### src/include/mic_pkg.sv
// Constants shared by the interrupt controller files
package mic_pkg;

	// ---------------------------------------------------------------
	// Sources, in priority order (index 0 is highest)
	// ---------------------------------------------------------------
	localparam int unsigned NUM_SRC  = 11;
	localparam int unsigned SRC_EXT0 = 0;
	localparam int unsigned SRC_OCP  = 1;
	localparam int unsigned SRC_EXT1 = 2;
	localparam int unsigned SRC_MF0  = 3;
	localparam int unsigned SRC_MF1  = 4;
	localparam int unsigned SRC_TB0  = 5;
	localparam int unsigned SRC_TB1  = 6;
	localparam int unsigned SRC_IIC  = 7;
	localparam int unsigned SRC_ADC  = 8;
	localparam int unsigned SRC_LVD  = 9;
	localparam int unsigned SRC_DMEM = 10;
	localparam int unsigned NUM_TMR  = 2;

	// ---------------------------------------------------------------
	// Vector table
	// ---------------------------------------------------------------
	localparam logic [7:0] VEC_BASE = 8'h04;
	localparam logic [7:0] VEC_LAST = 8'h2C;
	localparam logic [7:0] VEC_MF0  = 8'h10;
	localparam int unsigned PC_W    = 13;

	// ---------------------------------------------------------------
	// Register byte offsets
	// ---------------------------------------------------------------
	localparam logic [7:0] OFS_CTRL0 = 8'h00;
	localparam logic [7:0] OFS_CTRL1 = 8'h04;
	localparam logic [7:0] OFS_CTRL2 = 8'h08;
	localparam logic [7:0] OFS_TMR0  = 8'h0C;
	localparam logic [7:0] OFS_TMR1  = 8'h10;
	localparam logic [7:0] OFS_STAT  = 8'h14;

	// ---------------------------------------------------------------
	// Field positions
	// ---------------------------------------------------------------
	localparam int unsigned CTRL0_GIE     = 0;
	localparam int unsigned CTRL0_EN_LSB  = 1;
	localparam int unsigned CTRL0_FLG_LSB = 4;
	localparam int unsigned CTRL0_NUM     = 3;
	localparam int unsigned CTRL_EN_LSB   = 0;
	localparam int unsigned CTRL_FLG_LSB  = 4;
	localparam int unsigned CTRL_NUM      = 4;
	localparam int unsigned MFI_P_EN      = 0;
	localparam int unsigned MFI_A_EN      = 1;
	localparam int unsigned MFI_P_FLAG    = 4;
	localparam int unsigned MFI_A_FLAG    = 5;
	localparam int unsigned STAT_WAKE     = 8;
	localparam int unsigned STAT_ACK      = 9;

	// ---------------------------------------------------------------
	// Reset values
	// ---------------------------------------------------------------
	localparam logic [7:0]  RST_REG   = 8'h00;
	localparam logic [31:0] RST_RDATA = 32'h0000_0000;

endpackage

### src/hw/mic_prio_enc.sv
// Fixed priority encoder over pending requests
`timescale 1ns/1ps

module mic_prio_enc (
	input  wire logic [mic_pkg::NUM_SRC-1:0] pending,
	output logic                             valid,
	output logic [3:0]                       idx
);

	// Scan from lowest priority upward so the highest one is left last
	always_comb begin
		valid = 1'b0;
		idx   = 4'h0;
		for (int i = mic_pkg::NUM_SRC - 1; i >= 0; i--) begin
			if (pending[i]) begin
				valid = 1'b1;
				idx   = 4'(i);
			end
		end
	end

endmodule

### src/hw/mic_irq_ctrl.sv
// Interrupt request, enable and vectoring logic with AHB-Lite registers
//
// Decided for this implementation: register access over AHB-Lite and the address map.
`timescale 1ns/1ps

// Contract
// [RULE_01] Timer0 control: A flag bit5, P flag bit4, A enable bit1, P enable bit0.
// [RULE_02] Timer1 control uses the same layout as timer0.
// [RULE_03] Bits 7:6 and 3:2 of both timer controls read zero.
// [RULE_04] Any source event sets its flag regardless of enables.
// [RULE_05] Flag without its enable stays set but causes no jump.
// [RULE_06] Global enable low blocks acceptance from every source.
// [RULE_07] Acceptance pushes the next-instruction address, then loads the vector.
// [RULE_08] Return-from-interrupt pops the saved address and resumes there.
// [RULE_09] Servicing clears the global enable so nothing nests.
// [RULE_10] Requests arriving while blocked keep their flags for later.
// [RULE_11] No acknowledge while the stack is full.
// [RULE_12] Software may set global enable inside a routine to allow nesting.
// [RULE_13] Simultaneous requests accepted by fixed priority, pin 0 highest.
// [RULE_14] Vectors 04H to 2CH in priority order, step four.
// [RULE_15] A flag newly set during sleep or idle wakes the device.
// [RULE_16] Software sets a flag beforehand to avoid an unwanted wake.
// [RULE_17] Multi-function flags bits 5:4, enables bits 1:0, reset zero.
// [RULE_18] Servicing a direct request clears its flag with the global enable.
// [RULE_19] Multi-function request is the OR of enabled timer compare flags.
// [RULE_20] Timer compare flags are not cleared on servicing.
module mic_irq_ctrl (
	input  wire logic                        clk,
	input  wire logic                        nrst,
	input  wire logic                        hsel,
	input  wire logic [31:0]                 haddr,
	input  wire logic [1:0]                  htrans,
	input  wire logic                        hwrite,
	input  wire logic [2:0]                  hsize,
	input  wire logic [31:0]                 hwdata,
	input  wire logic                        hready,
	output logic [31:0]                      hrdata,
	output logic                             hreadyout,
	output logic                             hresp,
	input  wire logic [8:0]                  srcEvent,
	input  wire logic [3:0]                  tmrEvent,
	input  wire logic [mic_pkg::PC_W-1:0]    nextPc,
	input  wire logic                        cpuReady,
	input  wire logic                        stackFull,
	input  wire logic                        returnExec,
	input  wire logic                        sleepMode,
	output logic                             irqTake,
	output logic [7:0]                       irqVector,
	output logic                             pushReq,
	output logic [mic_pkg::PC_W-1:0]         pushPc,
	output logic                             popReq,
	output logic                             wakeReq
);

	// ---------------------------------------------------------------
	// State
	// ---------------------------------------------------------------
	typedef enum logic [0:0] {SEQ_IDLE, SEQ_ACK} mic_seq_t;

	typedef struct packed {
		mic_seq_t                     seq;
		logic                         gie;
		logic [mic_pkg::NUM_SRC-1:0]  flag;
		logic [mic_pkg::NUM_SRC-1:0]  en;
		logic [3:0]                   tmrFlag;
		logic [3:0]                   tmrEn;
		logic                         dpWrite;
		logic [7:0]                   dpAddr;
		logic [31:0]                  hrdata;
		logic                         hreadyout;
		logic                         hresp;
		logic                         irqTake;
		logic [7:0]                   irqVector;
		logic                         pushReq;
		logic [mic_pkg::PC_W-1:0]     pushPc;
		logic                         popReq;
		logic                         wakeReq;
		logic [7:0]                   lastVector;
	} mic_state_t;

	mic_state_t                   s;
	mic_state_t                   next_s;
	logic [mic_pkg::NUM_SRC-1:0]  pending;
	logic                         winValid;
	logic [3:0]                   winIdx;
	logic                         addrPhase;
	logic                         addrMapped;
	logic                         rdMfiReq;

	// ---------------------------------------------------------------
	// Priority resolution
	// ---------------------------------------------------------------
	assign pending = s.flag & s.en; // [RULE_05]

	mic_prio_enc u_prio (
		.pending (pending),
		.valid   (winValid),
		.idx     (winIdx)
	);

	assign addrPhase  = hsel && hready && htrans[1];
	assign addrMapped = (haddr[31:8] == 24'h00_0000) && (haddr[7:0] <= mic_pkg::OFS_STAT)
		&& (haddr[1:0] == 2'b00);
	assign rdMfiReq   = addrPhase && !hwrite
		&& (haddr[7:0] == mic_pkg::OFS_TMR0 || haddr[7:0] == mic_pkg::OFS_TMR1);

	// ---------------------------------------------------------------
	// Register read view
	// ---------------------------------------------------------------
	function automatic logic [31:0] read_reg(input logic [7:0] a, input mic_state_t st);
		logic [31:0] r;
		r = mic_pkg::RST_RDATA;
		case (a)
			mic_pkg::OFS_CTRL0: begin
				r[mic_pkg::CTRL0_GIE] = st.gie;
				for (int i = 0; i < mic_pkg::CTRL0_NUM; i++) begin
					r[mic_pkg::CTRL0_EN_LSB + i]  = st.en[mic_pkg::SRC_EXT0 + i];
					r[mic_pkg::CTRL0_FLG_LSB + i] = st.flag[mic_pkg::SRC_EXT0 + i];
				end
			end
			mic_pkg::OFS_CTRL1: begin
				for (int i = 0; i < mic_pkg::CTRL_NUM; i++) begin
					r[mic_pkg::CTRL_EN_LSB + i]  = st.en[mic_pkg::SRC_MF0 + i]; // [RULE_17]
					r[mic_pkg::CTRL_FLG_LSB + i] = st.flag[mic_pkg::SRC_MF0 + i];
				end
			end
			mic_pkg::OFS_CTRL2: begin
				for (int i = 0; i < mic_pkg::CTRL_NUM; i++) begin
					r[mic_pkg::CTRL_EN_LSB + i]  = st.en[mic_pkg::SRC_IIC + i];
					r[mic_pkg::CTRL_FLG_LSB + i] = st.flag[mic_pkg::SRC_IIC + i];
				end
			end
			mic_pkg::OFS_TMR0, mic_pkg::OFS_TMR1: begin
				// Unimplemented bits stay at the zero default [RULE_03]
				for (int k = 0; k < mic_pkg::NUM_TMR; k++) begin
					if (a == ((k == 0) ? mic_pkg::OFS_TMR0 : mic_pkg::OFS_TMR1)) begin
						r[mic_pkg::MFI_P_EN]   = st.tmrEn[2*k];     // [RULE_01] [RULE_02]
						r[mic_pkg::MFI_A_EN]   = st.tmrEn[2*k+1];
						r[mic_pkg::MFI_P_FLAG] = st.tmrFlag[2*k];
						r[mic_pkg::MFI_A_FLAG] = st.tmrFlag[2*k+1];
					end
				end
			end
			mic_pkg::OFS_STAT: begin
				r[7:0]               = st.lastVector;
				r[mic_pkg::STAT_WAKE] = st.wakeReq;
				r[mic_pkg::STAT_ACK]  = (st.seq == SEQ_ACK);
			end
			default: begin
				r = mic_pkg::RST_RDATA;
			end
		endcase
		return r;
	endfunction

	// ---------------------------------------------------------------
	// Next state
	// ---------------------------------------------------------------
	always_comb begin
		logic [7:0]                  wd;
		logic [mic_pkg::NUM_SRC-1:0] evt;
		logic [1:0]                  mfSet;
		logic [14:0]                 newSet;
		wd     = hwdata[7:0];
		evt    = '0;
		mfSet  = 2'b00;
		newSet = '0;
		next_s = s;
		next_s.hreadyout = 1'b1;
		next_s.hresp     = 1'b0;
		next_s.irqTake   = 1'b0;
		next_s.pushReq   = 1'b0;
		next_s.popReq    = 1'b0;

		// Software write in the data phase
		if (s.dpWrite) begin
			case (s.dpAddr)
				mic_pkg::OFS_CTRL0: begin
					next_s.gie = wd[mic_pkg::CTRL0_GIE]; // [RULE_12]
					for (int i = 0; i < mic_pkg::CTRL0_NUM; i++) begin
						next_s.en[mic_pkg::SRC_EXT0 + i]   = wd[mic_pkg::CTRL0_EN_LSB + i];
						next_s.flag[mic_pkg::SRC_EXT0 + i] = wd[mic_pkg::CTRL0_FLG_LSB + i];
					end
				end
				mic_pkg::OFS_CTRL1: begin
					for (int i = 0; i < mic_pkg::CTRL_NUM; i++) begin
						next_s.en[mic_pkg::SRC_MF0 + i]   = wd[mic_pkg::CTRL_EN_LSB + i];
						next_s.flag[mic_pkg::SRC_MF0 + i] = wd[mic_pkg::CTRL_FLG_LSB + i];
					end
				end
				mic_pkg::OFS_CTRL2: begin
					for (int i = 0; i < mic_pkg::CTRL_NUM; i++) begin
						next_s.en[mic_pkg::SRC_IIC + i]   = wd[mic_pkg::CTRL_EN_LSB + i];
						next_s.flag[mic_pkg::SRC_IIC + i] = wd[mic_pkg::CTRL_FLG_LSB + i];
					end
				end
				mic_pkg::OFS_TMR0, mic_pkg::OFS_TMR1: begin
					for (int k = 0; k < mic_pkg::NUM_TMR; k++) begin
						if (s.dpAddr == ((k == 0) ? mic_pkg::OFS_TMR0 : mic_pkg::OFS_TMR1)) begin
							next_s.tmrEn[2*k]     = wd[mic_pkg::MFI_P_EN];   // [RULE_01] [RULE_02]
							next_s.tmrEn[2*k+1]   = wd[mic_pkg::MFI_A_EN];
							next_s.tmrFlag[2*k]   = wd[mic_pkg::MFI_P_FLAG];
							next_s.tmrFlag[2*k+1] = wd[mic_pkg::MFI_A_FLAG];
						end
					end
				end
				default: begin
					next_s.dpAddr = s.dpAddr;
				end
			endcase
		end

		// Return restores the saved address and re-arms acceptance
		if (returnExec) begin
			next_s.popReq = 1'b1; // [RULE_08]
			next_s.gie    = 1'b1;
		end

		// Acceptance; clearing the enable here beats any software set this cycle
		case (s.seq)
			SEQ_IDLE: begin
				if (s.gie && winValid && !stackFull && cpuReady) begin // [RULE_06] [RULE_11]
					next_s.seq        = SEQ_ACK;
					next_s.gie        = 1'b0;                          // [RULE_09]
					next_s.flag[winIdx] = 1'b0;                        // [RULE_18]
					next_s.irqTake    = 1'b1;
					next_s.irqVector  = mic_pkg::VEC_BASE + {2'b00, winIdx, 2'b00}; // [RULE_13] [RULE_14]
					next_s.lastVector = mic_pkg::VEC_BASE + {2'b00, winIdx, 2'b00};
					next_s.pushReq    = 1'b1;                          // [RULE_07]
					next_s.pushPc     = nextPc;
				end
			end
			SEQ_ACK: begin
				// One idle cycle lets the core commit the push before rearbitration
				next_s.seq = SEQ_IDLE;
			end
			default: begin
				next_s.seq = SEQ_IDLE;
			end
		endcase

		// Events set after every clear so a same-cycle set is never lost
		next_s.tmrFlag = next_s.tmrFlag | tmrEvent; // [RULE_04] [RULE_20]
		for (int k = 0; k < mic_pkg::NUM_TMR; k++) begin
			mfSet[k] = |(next_s.tmrFlag[2*k +: 2] & next_s.tmrEn[2*k +: 2]); // [RULE_19]
		end
		evt[mic_pkg::SRC_EXT0] = srcEvent[0];
		evt[mic_pkg::SRC_OCP]  = srcEvent[1];
		evt[mic_pkg::SRC_EXT1] = srcEvent[2];
		evt[mic_pkg::SRC_MF0]  = mfSet[0];
		evt[mic_pkg::SRC_MF1]  = mfSet[1];
		evt[mic_pkg::SRC_TB0]  = srcEvent[3];
		evt[mic_pkg::SRC_TB1]  = srcEvent[4];
		evt[mic_pkg::SRC_IIC]  = srcEvent[5];
		evt[mic_pkg::SRC_ADC]  = srcEvent[6];
		evt[mic_pkg::SRC_LVD]  = srcEvent[7];
		evt[mic_pkg::SRC_DMEM] = srcEvent[8];
		next_s.flag = next_s.flag | evt; // [RULE_04] [RULE_10]

		// Only a 0-to-1 flag change wakes; an already set flag does not [RULE_16]
		newSet = {next_s.flag, next_s.tmrFlag} & ~{s.flag, s.tmrFlag};
		if (!sleepMode) begin
			next_s.wakeReq = 1'b0;
		end else if (|newSet) begin
			next_s.wakeReq = 1'b1; // [RULE_15]
		end

		// Address phase; reads see this cycle's updates, so no wait state
		if (addrPhase && addrMapped) begin
			next_s.dpWrite = hwrite;
			next_s.dpAddr  = haddr[7:0];
			if (!hwrite) begin
				next_s.hrdata = read_reg(haddr[7:0], next_s);
			end
		end else begin
			next_s.dpWrite = 1'b0;
			if (addrPhase) begin
				next_s.hrdata = mic_pkg::RST_RDATA;
			end
		end
	end

	always_ff @(posedge clk or negedge nrst) begin
		if (!nrst) begin
			s <= '0; // [RULE_17]
		end else begin
			s <= next_s;
		end
	end

	// ---------------------------------------------------------------
	// Outputs
	// ---------------------------------------------------------------
	assign hrdata    = s.hrdata;
	assign hreadyout = s.hreadyout;
	assign hresp     = s.hresp;
	assign irqTake   = s.irqTake;
	assign irqVector = s.irqVector;
	assign pushReq   = s.pushReq;
	assign pushPc    = s.pushPc;
	assign popReq    = s.popReq;
	assign wakeReq   = s.wakeReq;

	// ---------------------------------------------------------------
	// Checks
	// ---------------------------------------------------------------
	chk_take_needs_gie: assert property (@(posedge clk) disable iff (!nrst) // [RULE_06]
		irqTake |-> $past(s.gie))
		else $error("interrupt taken with global enable low");

	chk_take_stack_full: assert property (@(posedge clk) disable iff (!nrst) // [RULE_11]
		irqTake |-> !$past(stackFull))
		else $error("interrupt taken with stack full");

	chk_take_clears_gie: assert property (@(posedge clk) disable iff (!nrst) // [RULE_09]
		irqTake |-> !s.gie ##1 !irqTake)
		else $error("global enable not cleared on service");

	chk_push_pc_value: assert property (@(posedge clk) disable iff (!nrst) // [RULE_07]
		irqTake |-> pushReq && (pushPc == $past(nextPc)))
		else $error("pushed address differs from next pc");

	chk_vector_range: assert property (@(posedge clk) disable iff (!nrst) // [RULE_14]
		irqTake |-> (irqVector >= mic_pkg::VEC_BASE) && (irqVector <= mic_pkg::VEC_LAST)
			&& (irqVector[1:0] == 2'b00))
		else $error("vector outside table");

	chk_prio_mf0_order: assert property (@(posedge clk) disable iff (!nrst) // [RULE_13]
		(irqTake && irqVector == mic_pkg::VEC_MF0) |-> ($past(pending[2:0]) == 3'b000))
		else $error("lower priority taken over higher");

	chk_disabled_no_jump: assert property (@(posedge clk) disable iff (!nrst) // [RULE_05]
		!s.en[mic_pkg::SRC_EXT0] |=> !(irqTake && irqVector == mic_pkg::VEC_BASE))
		else $error("jump taken for disabled source");

	chk_event_sets_flag: assert property (@(posedge clk) disable iff (!nrst) // [RULE_04]
		srcEvent[3] |=> s.flag[mic_pkg::SRC_TB0])
		else $error("event did not set its flag");

	chk_mf_or_flags: assert property (@(posedge clk) disable iff (!nrst) // [RULE_19]
		(s.tmrFlag[1] && s.tmrEn[1] && !s.dpWrite) |=> s.flag[mic_pkg::SRC_MF0])
		else $error("multi-function flag missed enabled compare flag");

	chk_sub_flag_kept: assert property (@(posedge clk) disable iff (!nrst) // [RULE_20]
		(irqTake && $past(s.tmrFlag[0]) && !$past(s.dpWrite)) |-> s.tmrFlag[0])
		else $error("compare flag cleared by service");

	chk_reserved_zero: assert property (@(posedge clk) disable iff (!nrst) // [RULE_03]
		$past(rdMfiReq) |-> (hrdata[7:6] == 2'b00) && (hrdata[3:2] == 2'b00))
		else $error("reserved timer control bits not zero");

	chk_wake_on_flag: assert property (@(posedge clk) disable iff (!nrst) // [RULE_15]
		(sleepMode && srcEvent[0] && !s.flag[mic_pkg::SRC_EXT0]) |=> wakeReq)
		else $error("no wake on new flag in sleep");

	chk_return_pops: assert property (@(posedge clk) disable iff (!nrst) // [RULE_08]
		returnExec |=> popReq)
		else $error("return did not pop");

endmodule

### config.mk
export PLATFORM = sky130hd
export DESIGN_NAME = mic_irq_ctrl
export DESIGN_NICKNAME = d
export VERILOG_FILES = /design/src/include/mic_pkg.sv /design/src/hw/mic_prio_enc.sv /design/src/hw/mic_irq_ctrl.sv
export SDC_FILE = /design/constraint.sdc
export NUM_CORES = 1
export LEC_CHECK = 0
export ABC_AREA = 1
export BUFFER_PORTS_ARGS = -buffer_cell sky130_fd_sc_hd__clkbuf_2
export CORE_ASPECT_RATIO = 1.4
export CORE_MARGIN = 3
export CORE_UTILIZATION = 37
export DETAILED_ROUTE_END_ITERATION = 10
export PLACE_DENSITY_LB_ADDON = 0.1
export SLEW_MARGIN = 10
export SYNTH_ARGS = -nofsm -noshare
export SYNTH_HDL_FRONTEND = slang
export SYNTH_SLANG_ARGS = --single-unit
### constraint.sdc
create_clock -name clk -period 2.55 [get_ports clk]
set_clock_uncertainty 0.05 [all_clocks]
set_input_delay 0.255 -clock clk [delete_from_list [all_inputs] [get_ports clk]]
set_output_delay 0.255 -clock clk [all_outputs]
set_load 0.03 [all_outputs]
* Word level (Yosys, flattened, before mapping)
Cells that the tools add are included.
Operators by class: add/subtract/negate cells 1, eq/ne operators 10, bitwise logic cells 10, reductions and logical operators 22, order comparisons 3, muxes and demuxes 62
Operator list (number):
- 32-bit 2-to-1 mux | 3
- 4-bit 2-to-1 mux | 15
- 23-bit 2-to-1 mux | 2
- 8-bit by 4-bit equality test with 1-bit output, second input constant | 4
- 31-bit 2-to-1 mux | 1
- 8-bit by 5-bit equality test with 1-bit output, second input constant | 3
- 24-bit logical NOT | 1
- 8-bit 2-to-1 mux | 3
- 11-bit bitwise AND | 2
- 2-bit case mux with 5 select lines | 2
- 1-bit 2-to-1 mux | 18
- 2-bit 2-to-1 mux | 9
- 8-bit by 3-bit equality test with 1-bit output, second input constant | 2
- 8-bit logical NOT | 2
- 15-bit bitwise AND | 1
- 15-bit NOT | 1
- 15-bit OR reduction | 1
- 13-bit 2-to-1 mux | 1
- 12-bit 2-to-1 mux | 1
- 11-bit NOT | 1
- 11-bit OR | 1
- 1-bit logical AND | 9
- 8-bit by 5-bit <= comparator with 1-bit output, second input constant | 1
- 2-bit case mux with 4 select lines | 1
- other kinds (17) | 23
Storage, ports and cells: bits of input ports 104, word-level logic and storage cells 125, flip-flop bits (word level) 107

* Longest topological paths before layout
Gate-level depths: netlist (run 1).
depth after elaboration 28, mapped depth 24, gate-level depth less buffers 24

* By module
Synthesis (run 1) repeated with hierarchy kept, for this count alone.
Second synthesis, totals: cell total of the unflattened synthesis 622, area, all modules 4680.7 µm²
By module, submodules not included:
- mic_irq_ctrl | area each 4533.1 µm², seq. area each 2001.9 µm², cells each 591, times used 1
- mic_prio_enc | area each 147.6 µm², seq. area each 0.0 µm², cells each 31, times used 1

* Worst setup path before layout (run 1)
Ideal clock, no wire load.
path kind reg2reg, start point reg s[103] (netlist name), end point reg s, in the netlist hrdata[8], slack 0.524 ns, arrival time 1.859 ns, cell stages (with the launch flop) 24, clock period less this slack 2.026 ns, path through dfrtp_1 -> nand2_1 -> nand2_1 -> nand2_1 -> nand2_1 -> nand2_1 -> nand2_1 -> nand2_1 -> nand2_1 -> nand2_1 -> nand2_2 -> inv_2 -> ha_1 -> nand2_2 -> o21ai_2 -> nand2_2 -> nand2_1 -> nand2_1 -> nor2_1 -> nand2_1 -> nor2_2 -> nand2_1 -> nand3_1 -> nand2_1
RTL lines:
- start: declaration | line mic_irq_ctrl.sv:81 | mic_state_t s;
- start signal: assignment | line mic_irq_ctrl.sv:287 | s <= next_s;

==> results of run 1 <==
-- power breakdown --
group	internal, mW	switching (mW)
clock network	0.863	0.540
registers	1.35	0.0410
logic	0.165	0.388
total	2.38	0.969
-- state kept, by name, indices dropped and copies added, names as in the netlist --
signal and cells:
pushPc 13, irqTake 1, hrdata 10, wakeReq 1, irqVector 5, popReq 1, s 48, hreadyout 1
-- final cells by class --
| type | instances | area share [%] |
|---|---|---|
| clock buffer | 10 | 4.15 |
| clock inverter | 6 | 1.70 |
| multi-input combinational | 407 | 36.4 |
| tap | 147 | 3.33 |
| timing repair buffer | 127 | 12.7 |
| inverter | 79 | 5.42 |
| sequential | 80 | 36.3 |
-- critical path, cell delays in order, from the launching register on --
cell	delay [ns]
dfrtp_1	0.38
nand2_1	0.08
inv_1	0.05
nand2_1	0.04
nand2_1	0.05
nand2_1	0.04
nand2_1	0.05
nand2_1	0.04
nand2_1	0.06
nand2_1	0.06
nand2_2	0.10
nand2_4	0.08
inv_2	0.06
ha_2	0.18
nand2_2	0.07
o21ai_2	0.13
nand2_2	0.07
buf_4	0.14
nand2_1	0.05
o21ai_1	0.06
a21oi_1	0.13
nand4_1	0.13
nand2_1	0.10
nand2_1	0.05
-- path summary, 6_finish.rpt --
path / startpoint / to / cells past startpoint
max in group asynchronous: nrst / s[75] / 3
worst max-delay path: s[104] / hrdata[5] / 23
worst max register to register: s[104] / hrdata[5] / 23
min in group asynchronous: nrst / irqVector[6] / 3
worst min-delay path: nextPc[1] / pushPc[1] / 3
worst min register to register: pushPc[8] / pushPc[8] / 2
-- timing repair --
| action | in CTS | in global routing |
|---|---|---|
| pin swaps | 0 | 11 |
| setup endpoints to repair | 1 | 3 |
| gates resized for setup | 1 | 11 |
| buffers inserted | 0 | 8 |
| cloned | 0 | 0 |
| endpoints found under the hold margin | 81 | 0 |
| hold buffers | 2 | 0 |
-- placed cells by master (no fill, tap or decap), types with 2 or more instances in the layout --
cell type	instances
o21bai_2	3
conb_1	27
dfrtp_1	80
mux2_2	2
clkbuf_16	9
nor2_4	2
inv_2	12
nor3_1	6
buf_4	17
a31oi_1	3
ha_2	2
a221oi_1	3
o21ai_0	7
nand2_2	17
a21oi_2	5
o21ai_1	17
dlygate4sd3_1	2
o21ai_2	6
nor2_1	54
nor4_1	7
a21oi_1	11
clkinv_4	3
a211oi_1	2
bufinv_16	2
inv_1	65
nand3_1	12
nand2_1	187
nor2_2	6
nand4_1	4
clkbuf_2	107
nand3_2	4
nand2_4	2
-- routing by layer --
metal / share of wire, % / wire (um) / track usage [%] / up-vias
met2: 53 / 6520 / 32.7 / 105
met1: 40 / 5000 / 20.9 / 1875
met3: 4.2 / 527 / 3.38 / 22
met5: 0 / 0 / 0 / -
li1: - / - / - / 2008
met4: 2.8 / 353 / 7.17 / 0
-- cells by family (layout without fill, tap and decap cells) --
logic type | after synthesis | count (layout)
other | 2 | 27
AND/OR/NAND/NOR | 309 | 309
adder cells (fa/ha/maj) | 2 | 2
buffers and inverters | 143 | 222
flip-flops | 80 | 80
AO/OA/AOI/OAI | 65 | 65
XOR/XNOR | 1 | 1
multiplexers | 3 | 3
-- synthesized netlist by cell type (all sizes together), types with 4 or more instances --
| library cell | instances |
|---|---|
| nand2 | 206 |
| o21ai | 30 |
| nor3 | 7 |
| nor4 | 8 |
| nor2 | 63 |
| o21bai | 4 |
| nand4 | 4 |
| nand3 | 17 |
| inv | 78 |
| buf | 64 |
| dfrtp | 80 |
| a21oi | 16 |
==> results.json, run 1 <==
{
  "syn-cell-area_sq_um": 4630,
  "fin_nets": 810,
  "grt-ovfl-total": 0,
  "crit_type": "reg2reg",
  "antenna_cells": 0,
  "ys_seq_area_share_pct": 43.2,
  "core_sq_um": 12100,
  "n_fill_cell": 1252,
  "fmax_mhz": 421,
  "yosys.area_share.simple_pct": 29.5,
  "via_per_inst": 4.68,
  "port_buffers": 108,
  "cts_buffers": 9,
  "seqCellArea_sq_um": 2000,
  "grt_pass1_wl_mm": 20.1,
  "dp_hpwl_mm": 9.59,
  "grt_pass1_vias": 4074,
  "drive_above_1_share_pct": 29.6,
  "tightest_slew_ns": 0.574,
  "dp_cells": 830,
  "routed-via-count": 4010,
  "synth_edf_count": 0,
  "end_kind": "flop",
  "fin_total_pwr_mw": 3.35,
  "dieArea_sq_um": 13900,
  "wire_per_inst_um": 14.5,
  "clock_latency_ns": 0.35,
  "startpoint_type": "flop",
  "io_pins": 163,
  "min_period_ns": 2.37,
  "final.period_utilization_pct": 93.1,
  "synthArstFlopShare_pct": 100,
  "yosys-top-cells-area": "dfrtp_1, nand2_1, buf_4",
  "synth_compound_area_share_pct": 9.29,
  "placed_area_sq_um": 5080,
  "dr.first_iter.drc_count": 115,
  "min_path_type": "in2reg",
  "clk_pin_slew_ns": 0.07,
  "fin_cells": 856,
  "clockRootBuffer": "clkbuf_16",
  "setup_ws_ns": 0.175,
  "synthMuxAreaShare_pct": 0.811,
  "drcViolationCount": 0,
  "timing.max_cap.violations": 0,
  "synth-xor-area-share_pct": 0.189,
  "h-tree-depth": 3,
  "rows": 47,
  "p_per_area_nw_per_um2": 607,
  "setup_tns_ns": 0,
  "gp_congestion": 0.900,
  "yosys.area.top_type": "dfrtp_1",
  "ys_seq_elements": 80,
  "cts_tree": "yes",
  "clockBufferDepth": 2,
  "setup_viol": 0,
  "design_area_sq_um": 5520,
  "antenna_found_initial": 0,
  "synthAdderAreaFrac_pct": 0.540,
  "synth.avg_cell_area_sq_um": 7.65,
  "utilization_pct": 45.8,
  "grt_max_degree": 81,
  "cp_max_fo": 5,
  "cts.sinks": 80,
  "die_w_um": 101,
  "syn_inst": 605,
  "antenna_left": 0,
  "pre_cts_ws_ns": -0.0705,
  "hold_viol_final": 0,
  "peakVddDrop_v": 0.000328,
  "synth_top_family_by_area": "simple AND/OR/NAND/NOR gates",
  "multi_input_area_sq_um": 2010,
  "wl_mm": 12.4,
  "die_h_um": 138,
  "dominantRegCellSynth": "dfrtp_1",
  "ys.warnings.count": 0,
  "firstDrtPassIters": 5,
  "yosys.area.top_type_share_pct": 43.2,
  "maxSlewViolCount": 0,
  "synth.distinct_cells": 49,
  "leakage_nw": 3.08,
  "syn2layout_area_growth_pct": 19.1,
  "arrival_ns": 2.57,
  "required_ns": 2.74,
  "rrSetupSlack_ns": 0.18,
  "rsz0062_at_grt": "true",
  "initial_core_util_pct": 38.4,
  "grtUsageTotal_pct": 18.2,
  "holdWs_ns": 0.0557,
  "max-slew-margin-rel_pct": 61.2,
  "status": "completed"
}
Note: power is estimated with default switching activity, not from simulation.
==> run 2: changes to the inputs <==
Settings changed: SYNTH_HIERARCHICAL from default to 1.
==> results.json, run 2 <==
{
  "ys_seq_elements": 80,
  "antenna_cells": 0,
  "mostFrequentLayoutCells": "nand2_1, clkbuf_2, dfrtp_1",
  "dieArea_sq_um": 14100,
  "crit_type": "reg2reg",
  "grt-ovfl-total": 0,
  "leakage_nw": 3.29,
  "synth_edf_count": 0,
  "syn2layout_area_growth_pct": 24.1,
  "rrSetupSlack_ns": 0.008,
  "rr_startpoint": "s[103]",
  "final.period_utilization_pct": 99.7,
  "die_w_um": 101,
  "top_register": "s",
  "synth.distinct_cells": 41,
  "initial_core_util_pct": 37.8,
  "crit_start": "s[103]",
  "cp_num_buf_inv": 3,
  "arrival_ns": 2.73,
  "routed-via-count": 4174,
  "clk_pin_slew_ns": 0.07,
  "status": "completed",
  "grt_pass1_wl_mm": 20.7,
  "rows": 48,
  "clockBufferDepth": 2,
  "drive_above_1_share_pct": 31.0,
  "syn_inst": 622,
  "fin_total_pwr_mw": 3.22,
  "core_sq_um": 12400,
  "cts.sinks": 80,
  "rsz0062_at_grt": "true",
  "placed_area_sq_um": 5260,
  "drcViolationCount": 0,
  "startpoint_type": "flop",
  "grt_pass1_vias": 4144,
  "antenna_found_initial": 0,
  "port_buffers": 108,
  "clock_latency_ns": 0.34,
  "hold_viol_final": 0,
  "via_per_inst": 4.67,
  "synthArstFlopShare_pct": 100,
  "gp_congestion": 0.927,
  "wire_per_inst_um": 14.3,
  "dominantRegCellSynth": "dfrtp_1",
  "largest_reg_flops": 48,
  "cts_buffers": 9,
  "h-tree-depth": 3,
  "crit_top_cell": "nand2_1",
  "crit_chain": "nand2_1, inv_2, inv_2, nand2_1, nand2_1, nand2_1, nand2_1, nand2_1, nand2_1, nand2_1, a21oi_2, ha_2, inv_2, nor2_4, nand4_1, nand3_2, a21oi_2, nor2_1, nand3_1, nor2_2, nand2_1, nand3_1, nand2_1",
  "wl_mm": 12.8,
  "yosysMostFrequentCell": "nand2_1",
  "max-slew-margin-rel_pct": 61.1,
  "peakVddDrop_v": 0.000292,
  "yosys.area.top_type": "dfrtp_1",
  "tightest_slew_ns": 0.579,
  "die_h_um": 139,
  "ys_seq_area_share_pct": 42.8,
  "min_path_type": "in2reg",
  "grtUsageTotal_pct": 18.8,
  "antenna_left": 0,
  "clockRootBuffer": "clkbuf_16",
  "dr.first_iter.drc_count": 249,
  "required_ns": 2.73,
  "grt_max_degree": 45,
  "layout_commonest_cell": "nand2_1",
  "cts_tree": "yes",
  "crit_path_max_incr_delay_ns": 0.38,
  "p_per_area_nw_per_um2": 555,
  "maxSlewViolCount": 0,
  "dp_hpwl_mm": 10.0,
  "timing.max_cap.violations": 0,
  "fmax_mhz": 393,
  "fin_nets": 847,
  "yosys-top-cells-area": "dfrtp_1, nand2_1, buf_4",
  "setup_viol": 0,
  "cp_top_family": "simple AND/OR/NAND/NOR gates",
  "cp_slowest_cell": "dfrtp_1",
  "design_area_sq_um": 5810,
  "synthTopCellsByCount": "nand2_1, inv_1, dfrtp_1, buf_4, nand3_1",
  "firstDrtPassIters": 5,
  "min_from": "nextPc[6]",
  "cp_max_fo": 3,
  "yosys.area.top_type_share_pct": 42.8,
  "end_kind": "flop",
  "ys.warnings.count": 6,
  "io_pins": 163,
  "synth.avg_cell_area_sq_um": 7.53,
  "syn-cell-area_sq_um": 4680,
  "min_period_ns": 2.54
}
==> run 2: power breakdown <==
| part | switching (mW) | internal [mW] |
|---|---|---|
| logic | 0.360 | 0.156 |
| clock network | 0.565 | 0.767 |
| registers | 0.0360 | 1.34 |
==> run 2: worst paths after layout <==
| check | cells after the start | to |
|---|---|---|
| max reg2reg | 23 | hrdata[8] |
| max in group asynchronous | 3 | s[69] |
| min in group asynchronous | 2 | s[85] |
| min reg2reg | 2 | s[7] |
| max | 23 | hrdata[8] |
| min | 3 | pushPc[6] |
==> run 2: worst reg2reg max path, delay by kind of cell (launching register included) <==
kind                       cells  cell delay [ns]
and+or+nand+nor               17             1.37
adders and majority gates      1             0.24
buffers and inverters          3             0.15
AOI/OAI and AO/OA              2             0.27
DFF                            1             0.38
==> run 2: stage by stage <==
stage / setup TNS (ns) / hold slack, ns / setup slack [ns] / util (%) / instances
finish: 0 / 0.0577 / 0.00798 / 46.9 / 894
global route: -0.748 / 0.0586 / -0.209 / 46.9 / 894
CTS: -0.0244 / 0.00827 / -0.0126 / 45.3 / 888
detailed placement: -0.194 / 0.247 / -0.0957 / 42.5 / 871
global placement: -0.0633 / 0.243 / -0.0619 / 42.5 / 871
floorplan: 0 / -0.0906 / 0.298 / - / 647
==> run 2: metal layers <==
layer | track usage (%) | wire length, um | vias up
met1 | 24.7 | 5490 | 1941
met3 | 3.77 | 782 | 11
met2 | 30.6 | 6370 | 132
li1 | - | - | 2090
met5 | 0 | 0 | -
met4 | 6.79 | 185 | 0
==> run 2: cell families (layout without fill, tap and decap cells) <==
group                      count (synthesis)  in the layout  share of synthesized area, %
DFF                                       80             80                          42.8
adders and majority gates                  4              4                          1.07
AOI/OAI and AO/OA                         47             47                          6.34
buffers and inverters                    154            251                          17.3
xor gates and xnor gates                   1              1                         0.187
and+or+nand+nor                          334            334                          32.2
other                                      2             27                         0.160
==> run 2: repair_timing <==
action	in CTS	in global routing
buffers inserted	0	5
resized for setup	9	49
endpoints found under the setup margin	3	10
hold endpoints to repair	42	1
pin swaps	4	29
hold buffers	1	1
==> run 2: cell type report <==
| cell class | instances | area, sq um |
|---|---|---|
| clock buffers | 9 | 225 |
| clock inverters | 7 | 78.8 |
| fillers | 1248 | 6570 |
| inverters | 91 | 349 |
| multi-input cells | 413 | 2130 |
| flip-flops and latches | 80 | 2000 |
| well taps | 150 | 188 |
| repair buffers | 144 | 830 |
==> run 3: changes to the inputs <==
Settings changed: SETUP_SLACK_MARGIN from default to 0.5.
==> results.json, run 3 (synthesis gave the netlist of run 2 again) <==
{
  "antenna_left": 0,
  "h-tree-depth": 3,
  "crit_top_cell": "nand2_1",
  "hold_viol_final": 0,
  "setup_viol": 0,
  "max-slew-margin-rel_pct": 57.7,
  "design_area_sq_um": 6030,
  "largest_reg_flops": 48,
  "end_kind": "flop",
  "grt_pass1_wl_mm": 21.0,
  "core_sq_um": 12400,
  "leakage_nw": 3.39,
  "p_per_area_nw_per_um2": 548,
  "clockBufferDepth": 2,
  "grt_pass1_vias": 4211,
  "fin_cells": 904,
  "cts_tree": "yes",
  "fmax_mhz": 395,
  "rows": 48,
  "crit_type": "reg2reg",
  "antenna_found_initial": 0,
  "cts_buffers": 9,
  "min_path_type": "in2reg",
  "multi_input_area_sq_um": 2220,
  "dr.first_iter.drc_count": 217,
  "grt-ovfl-total": 0,
  "antenna_cells": 0,
  "dieArea_sq_um": 14100,
  "maxSlewViolCount": 0,
  "grtUsageTotal_pct": 19.3,
  "clockRootBuffer": "clkbuf_16",
  "io_pins": 163,
  "placed_area_sq_um": 5280,
  "tightest_slew_ns": 0.629,
  "layout_commonest_cell": "nand2_1",
  "clock_latency_ns": 0.34,
  "cp_slowest_cell": "dfrtp_1",
  "drcViolationCount": 0,
  "rrSetupSlack_ns": 0.02,
  "drive_above_1_share_pct": 34.0,
  "dp_cells": 867,
  "final.period_utilization_pct": 99.2,
  "cp_max_fo": 3,
  "via_per_inst": 4.72,
  "status": "completed",
  "wire_per_inst_um": 14.6,
  "routed-via-count": 4268,
  "arrival_ns": 2.71,
  "min_period_ns": 2.53,
  "top_register": "s",
  "startpoint_type": "flop",
  "wl_mm": 13.2,
  "rsz0062_at_grt": "true",
  "grt_max_degree": 48,
  "die_w_um": 101,
  "peakVddDrop_v": 0.000264,
  "crit_path_max_incr_delay_ns": 0.38,
  "port_buffers": 108,
  "crit_chain": "nand2_1, inv_1, nor2_1, nand2_1, nand2_1, nand3_1, a31oi_4, buf_4, ha_4, inv_2, nor2_4, nand4_1, nand3_2, a21oi_1, nor2_1, nand3_2, nor2_4, nand2_1, nand3_1, nand2_1",
  "clk_pin_slew_ns": 0.06,
  "cts.sinks": 80,
  "seqCellArea_sq_um": 2000,
  "timing.max_cap.violations": 0,
  "utilization_pct": 48.8,
  "firstDrtPassIters": 5,
  "required_ns": 2.73,
  "fin_nets": 857,
  "mostFrequentLayoutCells": "nand2_1, clkbuf_2, dfrtp_1",
  "initial_core_util_pct": 37.8,
  "dp_hpwl_mm": 10.3,
  "die_h_um": 139,
  "n_fill_cell": 1286,
  "gp_congestion": 0.883,
  "syn2layout_area_growth_pct": 28.9
}
==> run 3: changes by cell type in the layout (fill, tap and decap cells not counted), sizes merged <==
cell	delta
buf	+10
inv	-3
clkbuf	+2
bufinv	+1
clkinvlp	-1
clkinv	+1
==> run 3: critical path, delay by kind of cell (launching register included) <==
| family | cells | cell delay, ns |
|---|---|---|
| compound gates | 2 | 0.31 |
| buf+inv | 3 | 0.28 |
| simple gates | 14 | 1.27 |
| flops | 1 | 0.38 |
| fa+ha+maj | 1 | 0.14 |
==> run 3: through the flow <==
stage / total power [mW] / TNS (ns) / hold WS [ns] / setup slack (ns)
after floorplan: 1.79 / 0 / -0.0906 / 0.396
after global placement: 1.89 / -0.209 / 0.262 / -0.0629
after detailed placement: 1.90 / -0.388 / 0.271 / -0.0995
after CTS: 3.34 / 0 / 0.0585 / 0.0585
after global routing: 3.45 / -0.931 / 0.0766 / -0.226
final: 3.31 / 0 / 0.0679 / 0.0211
==> run 3: worst paths after layout <==
path | start | endpoint | cells after the start
min in group asynchronous | nrst | pushPc[1] | 2
min reg2reg | s[7] | s[7] | 2
max reg2reg | s[93] | hrdata[8] | 20
max in group asynchronous | nrst | s[1] | 3
min | nextPc[10] | pushPc[10] | 3
max | s[93] | hrdata[8] | 20
==> run 3: area by class of cell <==
cell class	instances	share of cell area [%]
sequential	80	33.2
clock inverter	5	1.33
timing repair buffer	154	15.8
clock buffer	11	4.02
inverter	91	5.68
multi-input combinational	413	36.8
tap	150	3.11
==> run 3: where the power goes <==
part           switching (mW)  total (mW)  internal, mW
Clock                   0.529        1.41         0.883
Combinational           0.360       0.517         0.157
Sequential             0.0395        1.38          1.34
Total                   0.929        3.31          2.38
==> run 3: per-layer routing <==
metal / GRT usage (%) / vias to the layer above / part of all wire, %
met5: 0 / - / 0
met1: 22.1 / 1973 / 39
li1: - / 2114 / -
met3: 3.27 / 27 / 5.1
met4: 8.54 / 0 / 3.4
met2: 34.3 / 154 / 53
==> run 3: repair_timing <==
action,in CTS,in global routing
buffers inserted,14,5
hold buffers,2,0
resized for setup,34,39
pin swaps,14,32
endpoints found under the setup margin,34,38
endpoints found under the hold margin,47,0
